<file path="src/pkg/sqp_cfg.svh">
/*
 * constants of the program sequencer and latch core: reset values, counter
 * landmarks, bank codes and latch indices.
 * assumes it is included by bare name wherever a constant is needed.
 */
`ifndef SQP_CFG_SVH
`define SQP_CFG_SVH

// ==========================================================================
// instruction timing
`define SQP_CYCLES_PER_INSTR 3'h6
`define SQP_PHASE_LAST       3'h5

// ==========================================================================
// reset values
`define SQP_INIT_PC          7'h00
`define SQP_INIT_PAGE        4'hF
`define SQP_INIT_LATCHES     16'h0000
`define SQP_INIT_Y           4'h0
`define SQP_INIT_BANK        4'h0

// ==========================================================================
// program counter landmarks
`define SQP_PC_HALF          7'h3F
`define SQP_PC_FULL          7'h7F
`define SQP_PC_AFTER_FULL    7'h7E

// ==========================================================================
// bank codes, index limits and latch indices
`define SQP_DAB_BANK         4'hF
`define SQP_DAB_ALIAS        4'h7
`define SQP_Y_MAX            4'hF
`define SQP_Y_MIN            4'h0
`define SQP_LATCH_PORT_DIR   4
`define SQP_LATCH_PORT_DIR_I 8
`define SQP_LATCH_ADC_LOW    9
`define SQP_LATCH_ADC_HIGH   11
`define SQP_LATCH_TIMER      12
`define SQP_LATCH_CURRENT    13
`define SQP_LATCH_WAKE_EDGE  14
`define SQP_LATCH_IO_WAKE    15

`endif

</file>
<file path="src/pkg/sqp_pkg.sv">
/*
 * types of the program sequencer and latch core.
 * assumes sqp_cfg.svh sits beside it for the constants.
 */
package sqp_pkg;

    // ======================================================================
    // instruction phase within one six-cycle instruction
    typedef enum logic [2:0] {
        SQP_PH0 = 3'h0,
        SQP_PH1 = 3'h1,
        SQP_PH2 = 3'h2,
        SQP_PH3 = 3'h3,
        SQP_PH4 = 3'h4,
        SQP_PH5 = 3'h5
    } sqp_phase_t;

    // ======================================================================
    // decoded instruction strobes, valid in the last phase
    typedef struct packed {
        logic       branch_op;
        logic       call_op;
        logic       return_op;
        logic       load_page_op;
        logic       load_bank_op;
        logic       bank_toggle_op;
        logic       set_latch_op;
        logic       clear_latch_op;
        logic       dec_index_op;
        logic       inc_index_op;
        logic       load_index_op;
        logic       status_clear;
        logic       ram_write;
        logic [6:0] target;
        logic [3:0] operand;
        logic [3:0] ram_wdata;
    } sqp_op_t;

    // one return stack level
    typedef struct packed {
        logic [3:0] page;
        logic [6:0] pc;
    } sqp_ret_t;

endpackage : sqp_pkg

</file>
<file path="src/hdl/sqp_core.sv">
/*
 * program sequencer, return stack, data addressing, index register and the
 * sixteen output and configuration latches of a 4-bit sensor processor.
 * assumes an outside decoder presents op_i, stable during the last phase of
 * each instruction, and that core_clk_i is the oscillator.
 */
`timescale 1ns/1ps
`include "sqp_cfg.svh"

module sqp_core
    import sqp_pkg::*;
(
    input  wire logic          core_clk_i,
    input  wire logic          rst_n_i,
    input  wire sqp_op_t       op_i,
    input  wire logic          sensor_supply_on_i,
    output logic               exec_o,
    output logic        [3:0]  rom_page_o,
    output logic        [6:0]  rom_pc_o,
    output logic        [15:0] page_select_o,
    output logic               status_o,
    output logic        [3:0]  index_o,
    output logic               direct_bank_o,
    output logic               ram_hit_o,
    output logic        [3:0]  ram_rdata_o,
    output logic        [7:0]  general_out_o,
    output logic               port_output_o,
    output logic               adc_battery_o,
    output logic        [1:0]  adc_input_o,
    output logic               timer_fast_o,
    output logic               current_source_on_o,
    output logic               wake_edge_falling_o,
    output logic               char_msb_o,
    output logic               io_wake_enable_o
);

    // ======================================================================
    // instruction phase counter
    sqp_phase_t phase_reg;
    sqp_phase_t phase_next;
    logic       exec_reg;
    logic       exec_next;
    logic       last_phase;

    assign last_phase = (phase_reg == SQP_PH5);

    // six clocks per instruction whatever the instruction is
    always_comb begin
        unique case (phase_reg)
            SQP_PH0: phase_next = SQP_PH1;
            SQP_PH1: phase_next = SQP_PH2;
            SQP_PH2: phase_next = SQP_PH3;
            SQP_PH3: phase_next = SQP_PH4;
            SQP_PH4: phase_next = SQP_PH5;
            SQP_PH5: phase_next = SQP_PH0;
            default: phase_next = SQP_PH0;
        endcase
        exec_next = (phase_next == SQP_PH5);
    end

    always_ff @(posedge core_clk_i or negedge rst_n_i) begin
        if (!rst_n_i) begin
            phase_reg <= SQP_PH0;
            exec_reg  <= 1'b0;
        end else begin
            phase_reg <= phase_next;
            exec_reg  <= exec_next;
        end
    end

    // ======================================================================
    // sequencer: pc, page, buffer, status, return stack
    logic [6:0]  pc_reg;
    logic [6:0]  pc_next;
    logic [6:0]  pc_step;
    logic [3:0]  page_address_reg;
    logic [3:0]  page_address_next;
    logic [3:0]  page_buffer_reg;
    logic [3:0]  page_buffer_next;
    logic [15:0] page_sel_reg;
    logic [15:0] page_sel_next;
    logic        status_reg;
    logic        status_next;
    sqp_ret_t    stack_reg [0:2];
    sqp_ret_t    stack_next [0:2];
    logic        jump_taken;
    logic        call_taken;
    sqp_ret_t    return_top;
    logic [3:0]  index_reg;
    logic [3:0]  index_next;

    // the 3F and 7F patches bring the all-ones state into the cycle
    always_comb begin
        if (pc_reg == `SQP_PC_HALF) begin
            pc_step = `SQP_PC_FULL;
        end else if (pc_reg == `SQP_PC_FULL) begin
            pc_step = `SQP_PC_AFTER_FULL;
        end else begin
            pc_step = {pc_reg[5:0], ~(pc_reg[6] ^ pc_reg[5])};
        end
    end

    assign jump_taken = status_reg & (op_i.branch_op | op_i.call_op);
    assign call_taken = status_reg & op_i.call_op;
    assign return_top = stack_reg[0];

    // next sequencer state, only moved in the last phase
    always_comb begin
        pc_next           = pc_reg;
        page_address_next = page_address_reg;
        page_buffer_next  = page_buffer_reg;
        status_next       = status_reg;
        for (int i = 0; i < 3; i++) begin
            stack_next[i] = stack_reg[i];
        end
        if (last_phase) begin
            if (op_i.return_op) begin
                pc_next           = return_top.pc;
                page_address_next = return_top.page;
                stack_next[0]     = stack_reg[1];
                stack_next[1]     = stack_reg[2];
            end else if (jump_taken) begin
                pc_next           = op_i.target;
                page_address_next = page_buffer_reg;
            end else begin
                pc_next = pc_step;
            end
            // the oldest level is lost on a fourth nested call
            if (call_taken) begin
                stack_next[0] = '{page: page_address_reg, pc: pc_step};
                stack_next[1] = stack_reg[0];
                stack_next[2] = stack_reg[1];
            end
            if (op_i.load_page_op) begin
                page_buffer_next = op_i.operand;
            end
            // status lives one instruction, then comes back to one
            if (op_i.dec_index_op) begin
                status_next = (index_reg != `SQP_Y_MIN) & ~op_i.status_clear;
            end else if (op_i.inc_index_op) begin
                status_next = (index_reg == `SQP_Y_MAX) & ~op_i.status_clear;
            end else begin
                status_next = ~op_i.status_clear;
            end
        end
        page_sel_next = 16'h0001 << page_address_next;
    end

    always_ff @(posedge core_clk_i or negedge rst_n_i) begin
        if (!rst_n_i) begin
            pc_reg           <= `SQP_INIT_PC;
            page_address_reg <= `SQP_INIT_PAGE;
            page_buffer_reg  <= `SQP_INIT_PAGE;
            page_sel_reg     <= 16'h8000;
            status_reg       <= 1'b1;
            for (int i = 0; i < 3; i++) begin
                stack_reg[i] <= '0;
            end
        end else begin
            pc_reg           <= pc_next;
            page_address_reg <= page_address_next;
            page_buffer_reg  <= page_buffer_next;
            page_sel_reg     <= page_sel_next;
            status_reg       <= status_next;
            for (int i = 0; i < 3; i++) begin
                stack_reg[i] <= stack_next[i];
            end
        end
    end

    // ======================================================================
    // data addressing and index register
    logic [3:0] bank_reg;
    logic [3:0] bank_next;
    logic       dab_latch_reg;
    logic       dab_latch_next;
    logic [3:0] bank_eff;
    logic [3:0] bank_fold;
    logic       bank_hit;
    logic       ram_hit_reg;

    always_comb begin
        index_next     = index_reg;
        bank_next      = bank_reg;
        dab_latch_next = dab_latch_reg;
        if (last_phase) begin
            if (op_i.load_bank_op) begin
                bank_next      = op_i.operand;
                dab_latch_next = 1'b0;
            end else if (op_i.bank_toggle_op) begin
                dab_latch_next = ~dab_latch_reg;
            end
            if (op_i.dec_index_op) begin
                index_next = index_reg - 4'h1;
            end else if (op_i.inc_index_op) begin
                index_next = index_reg + 4'h1;
            end else if (op_i.load_index_op) begin
                index_next = op_i.operand;
            end
        end
    end

    // the latch overrides the bank register; both aliases share storage
    assign bank_eff  = dab_latch_reg ? `SQP_DAB_BANK : bank_reg;
    assign bank_fold = (bank_eff == `SQP_DAB_BANK) ? `SQP_DAB_ALIAS : bank_eff;

    // unpopulated codes read back but never store
    always_comb begin
        unique case (bank_eff)
            4'h1, 4'h2, 4'h3, 4'h4, 4'h7: bank_hit = 1'b1;
            4'h9, 4'hA, 4'hB, 4'hC, 4'hF: bank_hit = 1'b1;
            default:                      bank_hit = 1'b0;
        endcase
    end

    always_ff @(posedge core_clk_i or negedge rst_n_i) begin
        if (!rst_n_i) begin
            index_reg     <= `SQP_INIT_Y;
            bank_reg      <= `SQP_INIT_BANK;
            dab_latch_reg <= 1'b0;
            ram_hit_reg   <= 1'b0;
        end else begin
            index_reg     <= index_next;
            bank_reg      <= bank_next;
            dab_latch_reg <= dab_latch_next;
            ram_hit_reg   <= bank_hit;
        end
    end

    sqp_ram u_ram (
        .core_clk_i (core_clk_i),
        .rst_n_i    (rst_n_i),
        .we_i       (last_phase & op_i.ram_write & bank_hit),
        .addr_i     ({bank_fold, index_reg}),
        .wdata_i    (op_i.ram_wdata),
        .rdata_o    (ram_rdata_o)
    );

    // ======================================================================
    // output and configuration latches
    logic [15:0] latch_reg;
    logic [15:0] latch_next;
    logic        current_src_reg;
    logic        current_src_next;

    // low-power modes have no path here, so contents hold through them
    always_comb begin
        latch_next = latch_reg;
        if (last_phase && op_i.set_latch_op) begin
            latch_next[index_reg] = 1'b1;
        end else if (last_phase && op_i.clear_latch_op) begin
            latch_next[index_reg] = 1'b0;
        end
        current_src_next = latch_next[`SQP_LATCH_CURRENT] & sensor_supply_on_i;
    end

    always_ff @(posedge core_clk_i or negedge rst_n_i) begin
        if (!rst_n_i) begin
            latch_reg       <= `SQP_INIT_LATCHES;
            current_src_reg <= 1'b0;
        end else begin
            latch_reg       <= latch_next;
            current_src_reg <= current_src_next;
        end
    end

    // ======================================================================
    // port mapping, all from flops, io_wake_enable_o through an inverter
    assign exec_o              = exec_reg;
    assign rom_page_o          = page_address_reg;
    assign rom_pc_o            = pc_reg;
    assign page_select_o       = page_sel_reg;
    assign status_o            = status_reg;
    assign index_o             = index_reg;
    assign direct_bank_o       = dab_latch_reg;
    assign ram_hit_o           = ram_hit_reg;
    assign general_out_o       = latch_reg[7:0];
    assign port_output_o       = latch_reg[`SQP_LATCH_PORT_DIR_I];
    assign adc_battery_o       = latch_reg[`SQP_LATCH_ADC_LOW];
    assign adc_input_o         = latch_reg[`SQP_LATCH_ADC_HIGH -: 2];
    assign timer_fast_o        = latch_reg[`SQP_LATCH_TIMER];
    assign current_source_on_o = current_src_reg;
    assign wake_edge_falling_o = latch_reg[`SQP_LATCH_WAKE_EDGE];
    assign char_msb_o          = latch_reg[`SQP_LATCH_WAKE_EDGE];
    assign io_wake_enable_o    = ~latch_reg[`SQP_LATCH_IO_WAKE];
endmodule : sqp_core

</file>
<file path="src/hdl/sqp_ram.sv">
/*
 * data nibble store: sixteen banks of sixteen nibbles, one write port,
 * one registered read port.
 * assumes the caller folds bank aliases before the address reaches it.
 */
`timescale 1ns/1ps

module sqp_ram (
    input  wire logic       core_clk_i,
    input  wire logic       rst_n_i,
    input  wire logic       we_i,
    input  wire logic [7:0] addr_i,
    input  wire logic [3:0] wdata_i,
    output logic      [3:0] rdata_o
);

    logic [3:0] mem_reg [0:255];
    logic [3:0] rdata_reg;

    // ======================================================================
    // array write; no reset, contents survive like real cells
    always_ff @(posedge core_clk_i) begin
        if (we_i) begin
            mem_reg[addr_i] <= wdata_i;
        end
    end

    // registered read keeps the output straight from a flop
    always_ff @(posedge core_clk_i or negedge rst_n_i) begin
        if (!rst_n_i) begin
            rdata_reg <= 4'h0;
        end else begin
            rdata_reg <= mem_reg[addr_i];
        end
    end

    assign rdata_o = rdata_reg;

endmodule : sqp_ram

</file>
<file path="config.mk">
export PLATFORM = sky130hd
export DESIGN_NAME = sqp_core
export DESIGN_NICKNAME = d
export VERILOG_FILES = /design/src/pkg/sqp_pkg.sv /design/src/hdl/sqp_core.sv /design/src/hdl/sqp_ram.sv
export VERILOG_INCLUDE_DIRS = /design/src /design/src/pkg
export SDC_FILE = /design/constraint.sdc
export NUM_CORES = 1
export LEC_CHECK = 0
export BUFFER_PORTS_ARGS = -buffer_cell sky130_fd_sc_hd__clkbuf_2
export CAP_MARGIN = 20
export CORE_ASPECT_RATIO = 0.75
export CORE_MARGIN = 2
export CORE_UTILIZATION = 30
export DETAILED_ROUTE_END_ITERATION = 10
export PLACE_DENSITY = 0.49
export REMOVE_ABC_BUFFERS = 1
export SLEW_MARGIN = 20
export SYNTH_ARGS = -nofsm -noshare
export SYNTH_HDL_FRONTEND = slang
export SYNTH_SLANG_ARGS = --single-unit
</file>
<file path="constraint.sdc">
create_clock -name core_clk_i -period 5 [get_ports core_clk_i]
set_input_delay 1 -clock core_clk_i [delete_from_list [all_inputs] [get_ports core_clk_i]]
set_output_delay 1 -clock core_clk_i [all_outputs]
set_load 0.02 [all_outputs]
</file>
==> results of run 1 <==
-- worst max path at each step --
stage | slack (ns) | end | from
2_1_floorplan | -6.10 | u_ram.rdata_o[1]$_DFF_PN0_ | index_o[0]$_DFFE_PN0P_
3_3_place_gp | 0.16 | u_ram.rdata_o[2]$_DFF_PN0_ | index_o[0]$_DFFE_PN0P_
3_5_place_dp | 0.83 | u_ram.rdata_o[1]$_DFF_PN0_ | index_o[0]$_DFFE_PN0P_
4_1_cts | 0.81 | u_ram.rdata_o[1]$_DFF_PN0_ | index_o[0]$_DFFE_PN0P_
5_1_grt | 0.55 | u_ram.rdata_o[1]$_DFF_PN0_ | index_o[0]$_DFFE_PN0P_
6_report | 0.86 | u_ram.rdata_o[1]$_DFF_PN0_ | index_o[0]$_DFFE_PN0P_
-- synthesized netlist by cell type, types with 21 or more instances --
master / number
mux2_2: 22
nand2_1: 135
a22oi_1: 48
mux4_2: 230
dfrtp_1: 90
o21ai_0: 62
buf_2: 43
buf_4: 21
clkbuf_1: 79
a21oi_1: 62
edfxtp_1: 1024
nand4_1: 41
nor2_1: 322
mux2i_1: 118
nand3_1: 58
-- per-layer routing --
| metal | vias up | routed length (microns) | track usage (%) | share of wire [%] |
|---|---|---|---|---|
| met2 | 995 | 53530 | 22.97 | 43 |
| met3 | 173 | 10580 | 4.395 | 8.6 |
| li1 | 10260 | - | - | - |
| met4 | 0 | 2932 | 4.250 | 2.4 |
| met5 | - | 0 | 0 | 0 |
| met1 | 12840 | 56320 | 23.57 | 46 |
-- worst max-delay path, delay by kind of cell, from the launching register on --
| family | cells | cell delay, ns |
|---|---|---|
| flip-flops | 1 | 0.93 |
| AND/OR/NAND/NOR | 3 | 1.13 |
| buffers and inverters | 1 | 0.50 |
| AO/OA/AOI/OAI | 3 | 0.86 |
| multiplexers | 1 | 0.57 |
-- area by class of cell --
class | instances | area [sq um] | share of cell area, %
Clock inverter | 75 | 744.5 | 1.442
Sequential cell | 1124 | 33270 | 64.47
Inverter | 14 | 52.55 | 0.1018
Antenna cell | 3 | 7.507 | 0.01455
Clock buffer | 130 | 2890 | 5.600
Timing Repair Buffer | 182 | 1364 | 2.642
Tap cell | 1984 | 2482 | 4.810
Multi-Input combinational cell | 1223 | 10800 | 20.92
-- through the flow --
step	power (mW)	hold WS, ns	util [%]
global route	23.96	0.2515	34.86
finish	23.14	0.2523	34.86
detailed placement	14.97	0.5010	32.40
global placement	14.93	0.4867	32.39
floorplan	14.06	0.4652	-
CTS	23.36	0.2165	34.85
-- where the power goes --
group          internal, mW  switching (mW)
Sequential             10.5           0.268
Combinational          1.56            2.45
Clock                  4.72            3.69
Total                  16.7            6.40
-- cell usage in the layout, fill, tap and decap left out, types with 5 or more instances in the layout --
| cell | count |
|---|---|
| edfxtp_1 | 1024 |
| nor2_1 | 319 |
| mux4_2 | 230 |
| nand2_1 | 135 |
| mux2i_1 | 118 |
| clkbuf_16 | 112 |
| dfrtp_1 | 87 |
| clkbuf_2 | 81 |
| buf_4 | 81 |
| a21oi_1 | 62 |
| o21ai_0 | 61 |
| nand3_1 | 58 |
| a22oi_1 | 48 |
| nand4_1 | 41 |
| clkinv_1 | 24 |
| mux2_2 | 22 |
| clkinv_2 | 20 |
| clkbuf_1 | 16 |
| buf_12 | 15 |
| nor3_1 | 13 |
| inv_1 | 12 |
| nor2b_1 | 11 |
| bufinv_16 | 11 |
| clkinvlp_4 | 10 |
| dfstp_2 | 10 |
| o22ai_1 | 9 |
| a31oi_1 | 8 |
| nor3b_1 | 7 |
| ha_1 | 7 |
| and2_1 | 6 |
| and3_1 | 6 |
| o32ai_1 | 6 |
| nor4_1 | 5 |
-- cell families after synthesis --
logic type	share of synthesized area, %
mux	14.72
buf+inv	1.939
compound gates	3.065
simple gates	5.938
fa+ha+maj	0.1951
xor+xnor	0.05853
flops	74.08
==> impl_metrics.csv, run 1 <==
group,metric,value,unit
clock_network,cts_root_buf,"clkbuf_16",
setup_path,slowest_delay,0.93,ns
place,place_ws,0.8262,ns
clock_network,cts_inserted_buffers,109,
grt,gr-total-overflow,0,
job,drv_cap,0,
setup_path,worstSetupEndpointType,"register",
route,drtIter0Drc,2838,
setup_path,rrSetupSlack,0.86,ns
route,drc,0,
grt,grt_util_all_layers,15.96,%
setup_path,reg2reg_to,"u_ram.rdata_o[1]$_DFF_PN0_",
timing,tightestPinTransition,1.101,ns
route,drt_wl_total,123.4,mm
place,post_dp_cell_area,47970,sq um
timing,slew_headroom,26.38,%
logic_synthesis,synth_edf_count,1024,
timing,finalCriticalPeriod,4.140,ns
setup_path,crit_arrival,4.76,ns
setup_path,crit_path_top_delay_cell,"dfrtp_4",
grt,antenna_found_initial,4,
final_layout,fillCellCount,13940,
logic_synthesis,synth.avg_cell_area,17.75,sq um
timing,fmax,241.5,MHz
clock_network,ctsHoldBuffers,0,
logic_synthesis,synth_area,44900,sq um
timing,worst_slack,0.8599,ns
die,die_width,450.7,microns
logic_synthesis,synth_top_area_share,68.48,%
grt,grt_pass1_wl,178.6,mm
timing,report.final.hold_viol_count,0,
place,dp_hpwl,78.63,mm
timing,setup-tns-final,0,ns
logic_synthesis,synth_warnings,0,
place,port_buffers,86,
die,die_area,152800,sq um
power,p_per_area,448.3,nW/um^2
timing,finalCritPeriodShare,82.80,%
route,drtAntennaViolNets,0,
logic_synthesis,synth_top_flop_cell,"edfxtp_1",
die,row_count,122,
route,dr_total_vias,24270,
final_layout,fin_cells,4735,
place,gp_congestion,0.8266,
clock_network,cts_max_level,3,
clock_network,cts.repair.resized,0,
final_layout,largest_reg_flops,1024,
place,place_inst,4527,
timing,skew,0.03139,ns
timing,rsz0062_at_grt,"no",
power,peakVddDrop,0.3193,mV
logic_synthesis,yosysSeqAreaShare,74.08,%
clock_network,path_clk_slew,0.07,ns
setup_path,worstPathRequired,5.62,ns
route,drtPass1Iterations,5,
timing,finalSetupViolCount,0,
route,vias_per_cell,5.125,
setup_path,cp_cell_sequence,"buf_4 -> mux4_2 -> a22o_1 -> a221oi_1 -> nor2_1 -> nor4_1 -> nand4_1 -> a21o_1",
logic_synthesis,synth.area.top_cells,"edfxtp_1 (68%), mux4_2 (12%), dfrtp_1 (5.0%)",
setup_path,ff2ff_path_depth,8,
logic_synthesis,ys_async_sr_fraction,8.897,%
final_layout,nNetsFinal,2692,
logic_synthesis,yosys_register_bits,1124,
min_path,hold_class,"primary input to asynchronous set/reset pin",
die,start_util,30.32,%
setup_path,crit_path_start_kind,"register",
grt,grt_max_degree,127,
power,cellLeakagePower,16.47,nW
clock_network,clk_path_buf_depth,3,
clock_network,insertion_delay,0.73,ns
die,pin_count,87,
logic_synthesis,synth_cells,2529,
status,status,"finished clean",
clock_network,tritoncts,"yes",
final_layout,drive_above_1_share,22.78,%
die,core,148100,sq um
clock_network,cts_setup_buffers,0,
route,wl_per_cell,26.05,microns
setup_path,crit_fanout,35,
final_layout,synthToLayoutAreaGrowth,14.95,%
setup_path,worst-setup-path-type,"register to register",
grt,grt_pass1_vias,24550,
die,die_height,339.0,microns
logic_synthesis,yosysUniqueCellTypes,61,
timing,slew_viol_final,0,
final_layout,final_area,51610,sq um
logic_synthesis,synth_top_cell_by_area,"edfxtp_1",
clock_network,clkSinkCount,1124,
setup_path,r2r-start,"index_o[0]$_DFFE_PN0P_",
(Power assumes the default switching activity.)
==> run 2, diff against run 1 <==
==> constraint.sdc (replaced) <==
create_clock -name core_clk_i -period 4.2 [get_ports core_clk_i]
set_input_delay 0.84 -clock core_clk_i [delete_from_list [all_inputs] [get_ports core_clk_i]]
set_output_delay 0.84 -clock core_clk_i [all_outputs]
set_load 0.02 [all_outputs]
==> impl_metrics.csv, run 2 (synthesis results as in run 1) <==
group,metric,value,unit
status,status,"finished clean",
clock_network,cts_inserted_buffers,107,
final_layout,largest_reg_flops,1024,
final_layout,fillCellCount,13910,
route,drtAntennaViolNets,0,
route,dr_total_vias,24240,
clock_network,cts_setup_buffers,0,
power,swShare,27.29,%
job,drv_cap,0,
timing,fmax,275.6,MHz
grt,antenna_found_initial,8,
setup_path,crit_arrival,4.24,ns
setup_path,worstPathRequired,4.81,ns
clock_network,insertion_delay,0.72,ns
grt,grt_pass1_wl,178.6,mm
timing,finalSetupViolCount,0,
clock_network,cts.repair.resized,0,
final_layout,synthToLayoutAreaGrowth,15.14,%
setup_path,worstSetupEndpointType,"register",
timing,tightestPinTransition,1.024,ns
grt,grt_util_all_layers,15.91,%
die,die_height,339.0,microns
timing,finalCriticalPeriod,3.628,ns
power,switching_power,7.445,mW
die,core,148100,sq um
route,drtIter0Drc,2802,
power,p_per_area,527.8,nW/um^2
setup_path,crit_path_top_delay_cell,"dfrtp_4",
route,vias_per_cell,5.096,
setup_path,crit_fanout,33,
setup_path,worst-path-buf-inv,2,
route,drc,0,
setup_path,r2r-start,"index_o[1]$_DFFE_PN0P_",
timing,report.final.hold_viol_count,0,
route,wl_per_cell,25.89,microns
timing,setup-tns-final,0,ns
die,die_area,152800,sq um
place,gp_congestion,0.8306,
clock_network,path_clk_slew,0.06,ns
place,place_ws,0.4695,ns
clock_network,cts_max_level,3,
final_layout,layout_commonest_cell,"edfxtp_1",
timing,slew_headroom,31.75,%
final_layout,nNetsFinal,2725,
power,cellLeakagePower,16.56,nW
setup_path,cp_cell_sequence,"buf_12 -> buf_4 -> mux4_2 -> a22o_1 -> a221oi_1 -> nor2_1 -> nor4_1 -> nand4_1 -> a21o_1",
power,peakVddDrop,0.3671,mV
grt,grt_max_degree,100,
grt,grt_pass1_vias,24840,
die,start_util,30.32,%
grt,gr-total-overflow,0,
timing,rsz0062_at_grt,"no",
power,pwr-share-comb,18.0,%
min_path,hold_class,"primary input to asynchronous set/reset pin",
setup_path,worst-setup-path-type,"register to register",
clock_network,clk_path_buf_depth,3,
clock_network,clkSinkCount,1124,
setup_path,crit_path_start_kind,"register",
final_layout,drive_above_1_share,23.10,%
setup_path,slowest_delay,0.95,ns
clock_network,ctsHoldBuffers,0,
final_layout,final_cell_mix,"edfxtp_1 (1024), nor2_1 (320), mux4_2 (230)",
setup_path,crit_family,"flip-flops",
power,seq_power_share,46.8,%
timing,finalCritPeriodShare,86.38,%
timing,worst_slack,0.5720,ns
setup_path,cp-startpoint,"index_o[1]$_DFFE_PN0P_",
die,pin_count,87,
clock_network,cts_root_buf,"clkbuf_16",
route,drt_wl_total,123.1,mm
power,internal-power,19.84,mW
timing,slew_viol_final,0,
place,port_buffers,86,
route,drtPass1Iterations,5,
place,dp_hpwl,76.53,mm
die,row_count,122,
die,die_width,450.7,microns
power,p_clk_share,35.3,%
timing,skew,0.02988,ns
clock_network,tritoncts,"yes",
[run 2: changes by cell type in the layout (fill, tap and decap cells not counted), moves of 2 or more]
cell / change
buf_12: +4
clkinvlp_2: +2
clkinvlp_4: -7
clkbuf_8: -2
clkinv_16: -2
buf_4: +32
clkinv_1: +2
clkinv_2: -6
diode_2: -2
clkbuf_1: +5
inv_6: -3
clkbuf_16: -3
[run 2: layer usage]
metal	routed length [microns]	vias up	global-route usage [%]
met5	0	-	0
met1	56660	12890	23.63
met2	55390	901	23.94
li1	-	10310	-
met3	8660	142	3.268
met4	2420	0	3.574
[run 2: stage by stage]
stage                     hold slack (ns)  total power, mW  instances  util, %  cell area (sq um)
final                              0.2200            27.29       4756    34.91              51700
after global routing               0.2345            28.25       4756    34.91              51700
after global placement             0.4847            17.88       4562    32.60              48270
after detailed placement           0.4943            17.92       4562    32.60              48270
after floorplan                    0.4652            16.68       2361        -              44080
after CTS                          0.2339            27.51       4755    34.91              51690
[run 2: power groups by stage]
stage | clock, mW | combinational [mW] | sequential [mW]
after floorplan | 0 | 3.24 | 13.4
after global placement | 0 | 4.90 | 13.0
after detailed placement | 0 | 4.92 | 13.0
after CTS | 9.81 | 4.93 | 12.8
after global routing | 10.2 | 5.23 | 12.8
final | 9.63 | 4.90 | 12.8
[run 2: layout make-up]
type | count | area (sq um) | share of cell area [%]
Multi-Input combinational cell | 1223 | 10780 | 20.86
Antenna cell | 1 | 2.502 | 0.004841
Timing Repair Buffer | 217 | 1679 | 3.248
Clock inverter | 63 | 618.1 | 1.196
Inverter | 14 | 52.55 | 0.1017
Clock buffer | 130 | 2806 | 5.429
Sequential cell | 1124 | 33270 | 64.36
Tap cell | 1984 | 2482 | 4.802
[run 2: final timing paths]
| check | cells after the start | slack [ns] | endpoint |
|---|---|---|---|
| max reg2reg | 9 | 0.57 | u_ram.rdata_o[1]$_DFF_PN0_ |
| max in group asynchronous | 2 | 3.05 | rom_page_o[2]$_DFF_PN1_ |
| min | 1 | 0.22 | phase_reg[0]$_DFF_PN0_ |
| min in group core_clk_i | 2 | 0.32 | status_o$_DFFE_PN1N_ |
| max | 9 | 0.57 | u_ram.rdata_o[1]$_DFF_PN0_ |
| min reg2reg | 2 | 0.51 | latch_reg[12]$_DFFE_PN0P_ |
[run 2: worst register-to-register path, delay by kind of cell (launching register included)]
kind,cells,cell delay (ns)
mux,1,0.36
flops,1,0.95
compound gates,3,0.69
simple gates,3,0.84
buf+inv,2,0.69
==> run 3, diff against run 2 <==
--- a/config.mk
+++ b/config.mk
@@ -6,7 +6,7 @@
 export SDC_FILE = /design/constraint.sdc
 export NUM_CORES = 1
 export LEC_CHECK = 0
-export BUFFER_PORTS_ARGS = -buffer_cell sky130_fd_sc_hd__clkbuf_2
+export BUFFER_PORTS_ARGS = -buffer_cell sky130_fd_sc_hd__buf_4
 export CAP_MARGIN = 20
 export CORE_ASPECT_RATIO = 0.75
 export CORE_MARGIN = 2
==> impl_metrics.csv, run 3 (synthesis results as in run 1) <==
group,metric,value,unit
clock_network,cts_max_level,3,
final_layout,fin_cells,4763,
die,row_count,122,
setup_path,reg2reg_to,"u_ram.rdata_o[1]$_DFF_PN0_",
clock_network,clk_path_buf_depth,3,
power,internal-power,20.21,mW
grt,gr-total-overflow,0,
grt,antenna_found_initial,4,
route,drtIter0Drc,2832,
final_layout,largest_reg_flops,1024,
power,swShare,27.14,%
timing,tightestPinTransition,1.230,ns
min_path,hold_class,"primary input to asynchronous set/reset pin",
route,vias_per_cell,5.061,
setup_path,slowest_delay,0.76,ns
setup_path,worstPathRequired,4.83,ns
setup_path,worst_path_most_repeated_cell,"buf_12",
final_layout,drive_above_1_share,23.55,%
power,pwr-share-comb,18.1,%
clock_network,cts_inserted_buffers,106,
power,seq_power_share,45.9,%
die,start_util,30.32,%
timing,skew,0.04315,ns
status,status,"finished clean",
die,core,148100,sq um
setup_path,crit_fanout,26,
power,p_clk_share,36.0,%
final_layout,layout_commonest_cell,"edfxtp_1",
grt,grt_max_degree,128,
clock_network,tritoncts,"yes",
die,pin_count,87,
setup_path,rrSetupSlack,0.58,ns
power,p_per_area,533.0,nW/um^2
die,die_width,450.7,microns
setup_path,ff2ff_path_depth,9,
clock_network,ctsHoldBuffers,0,
die,die_height,339.0,microns
timing,rsz0062_at_grt,"no",
setup_path,r2r-start,"index_o[0]$_DFFE_PN0P_",
final_layout,fillCellCount,13880,
power,cellLeakagePower,16.69,nW
timing,finalCriticalPeriod,3.619,ns
timing,slew_headroom,17.26,%
setup_path,crit_arrival,4.25,ns
place,dp_hpwl,77.06,mm
place,port_buffers,86,
route,wl_per_cell,25.51,microns
timing,slew_viol_final,0,
clock_network,path_clk_slew,0.06,ns
final_layout,synthToLayoutAreaGrowth,15.93,%
clock_network,insertion_delay,0.74,ns
setup_path,crit_path_top_delay_cell,"dfrtp_4",
job,drv_cap,0,
power,peakVddDrop,0.3884,mV
setup_path,cp_cell_sequence,"buf_12 -> buf_12 -> mux4_2 -> mux2i_1 -> o32ai_1 -> nor4_1 -> buf_4 -> nand4_1 -> a21o_1",
clock_network,cts.repair.resized,0,
clock_network,cts_setup_buffers,0,
route,drtPass1Iterations,8,
clock_network,cts_root_buf,"clkbuf_16",
route,drc,0,
place,place_inst,4561,
final_layout,final_cell_mix,"edfxtp_1 (1024), nor2_1 (320), mux4_2 (230)",
timing,finalCritPeriodShare,86.16,%
setup_path,worstSetupEndpointType,"register",
route,drtAntennaViolNets,0,
clock_network,clkSinkCount,1124,
route,dr_total_vias,24110,
final_layout,final_area,52050,sq um
place,post_dp_cell_area,48450,sq um
die,die_area,152800,sq um
final_layout,nNetsFinal,2723,
grt,grt_pass1_vias,24560,
setup_path,crit_path_start_kind,"register",
timing,finalSetupViolCount,0,
place,gp_congestion,0.8126,
setup_path,worst-setup-path-type,"register to register",
timing,fmax,276.3,MHz
power,switching_power,7.531,mW
route,drt_wl_total,121.5,mm
grt,grt_util_all_layers,15.70,%
timing,report.final.hold_viol_count,0,
grt,grt_pass1_wl,176.2,mm
timing,setup-tns-final,0,ns
[run 3: cell count changes in the layout (fill, tap and decap cells not counted), sizes merged]
cell	previous run	this run
buf	136	216
clkinvlp	5	7
inv	16	18
diode	1	2
bufinv	11	15
clkbuf	211	134
clkinv	45	40
[run 3: layout make-up]
cell class	count	area, sq um	share of cell area [%]
sequential	1124	33270	63.92
multi-input combinational	1223	10780	20.72
clock buffer	134	2840	5.457
tap	1984	2482	4.769
timing repair buffer	216	1862	3.577
clock inverter	66	753.2	1.447
inverter	14	52.55	0.1010
antenna	2	5.005	0.009615
[run 3: stage by stage]
stage / hold slack [ns] / power (mW) / worst slack, ns / utilization (%)
after global placement: 0.4880 / 17.98 / 0.6061 / 32.72
after floorplan: 0.4652 / 16.68 / -6.901 / -
final: 0.1686 / 27.74 / 0.5811 / 35.15
after CTS: 0.1581 / 28.02 / 0.5628 / 35.15
after global routing: 0.1791 / 28.77 / 0.4494 / 35.15
after detailed placement: 0.4965 / 18.03 / 0.5810 / 32.72
[run 3: worst max-delay path by stage]
stage / end / start
3_3_place_gp: u_ram.rdata_o[1]$_DFF_PN0_ / index_o[0]$_DFFE_PN0P_
3_5_place_dp: u_ram.rdata_o[1]$_DFF_PN0_ / index_o[0]$_DFFE_PN0P_
5_1_grt: u_ram.rdata_o[1]$_DFF_PN0_ / index_o[0]$_DFFE_PN0P_
4_1_cts: u_ram.rdata_o[1]$_DFF_PN0_ / index_o[0]$_DFFE_PN0P_
6_report: u_ram.rdata_o[1]$_DFF_PN0_ / index_o[0]$_DFFE_PN0P_
2_1_floorplan: u_ram.rdata_o[1]$_DFF_PN0_ / index_o[0]$_DFFE_PN0P_
[run 3: worst max-delay path: cells and delay by family, from the launching register on]
kind	cells	cell delay (ns)
buffers and inverters	3	0.81
AOI/OAI and AO/OA	2	0.36
muxes	2	0.81
DFF	1	0.76
and+or+nand+nor	2	0.74
[run 3: per-layer routing]
layer  track usage, %  routed length [microns]
met5                0                        0
met4            3.428                     2319
met3            3.613                     9919
met1            23.39                    55500
met2            23.27                    53780
[run 3: power groups by stage]
stage	Sequential (mW)	Clock [mW]	Combinational, mW
after floorplan	13.4	0	3.24
after global placement	13.0	0	5.01
after detailed placement	13.0	0	5.05
after CTS	12.7	10.2	5.06
after global routing	12.8	10.7	5.35
final	12.7	10.0	5.01
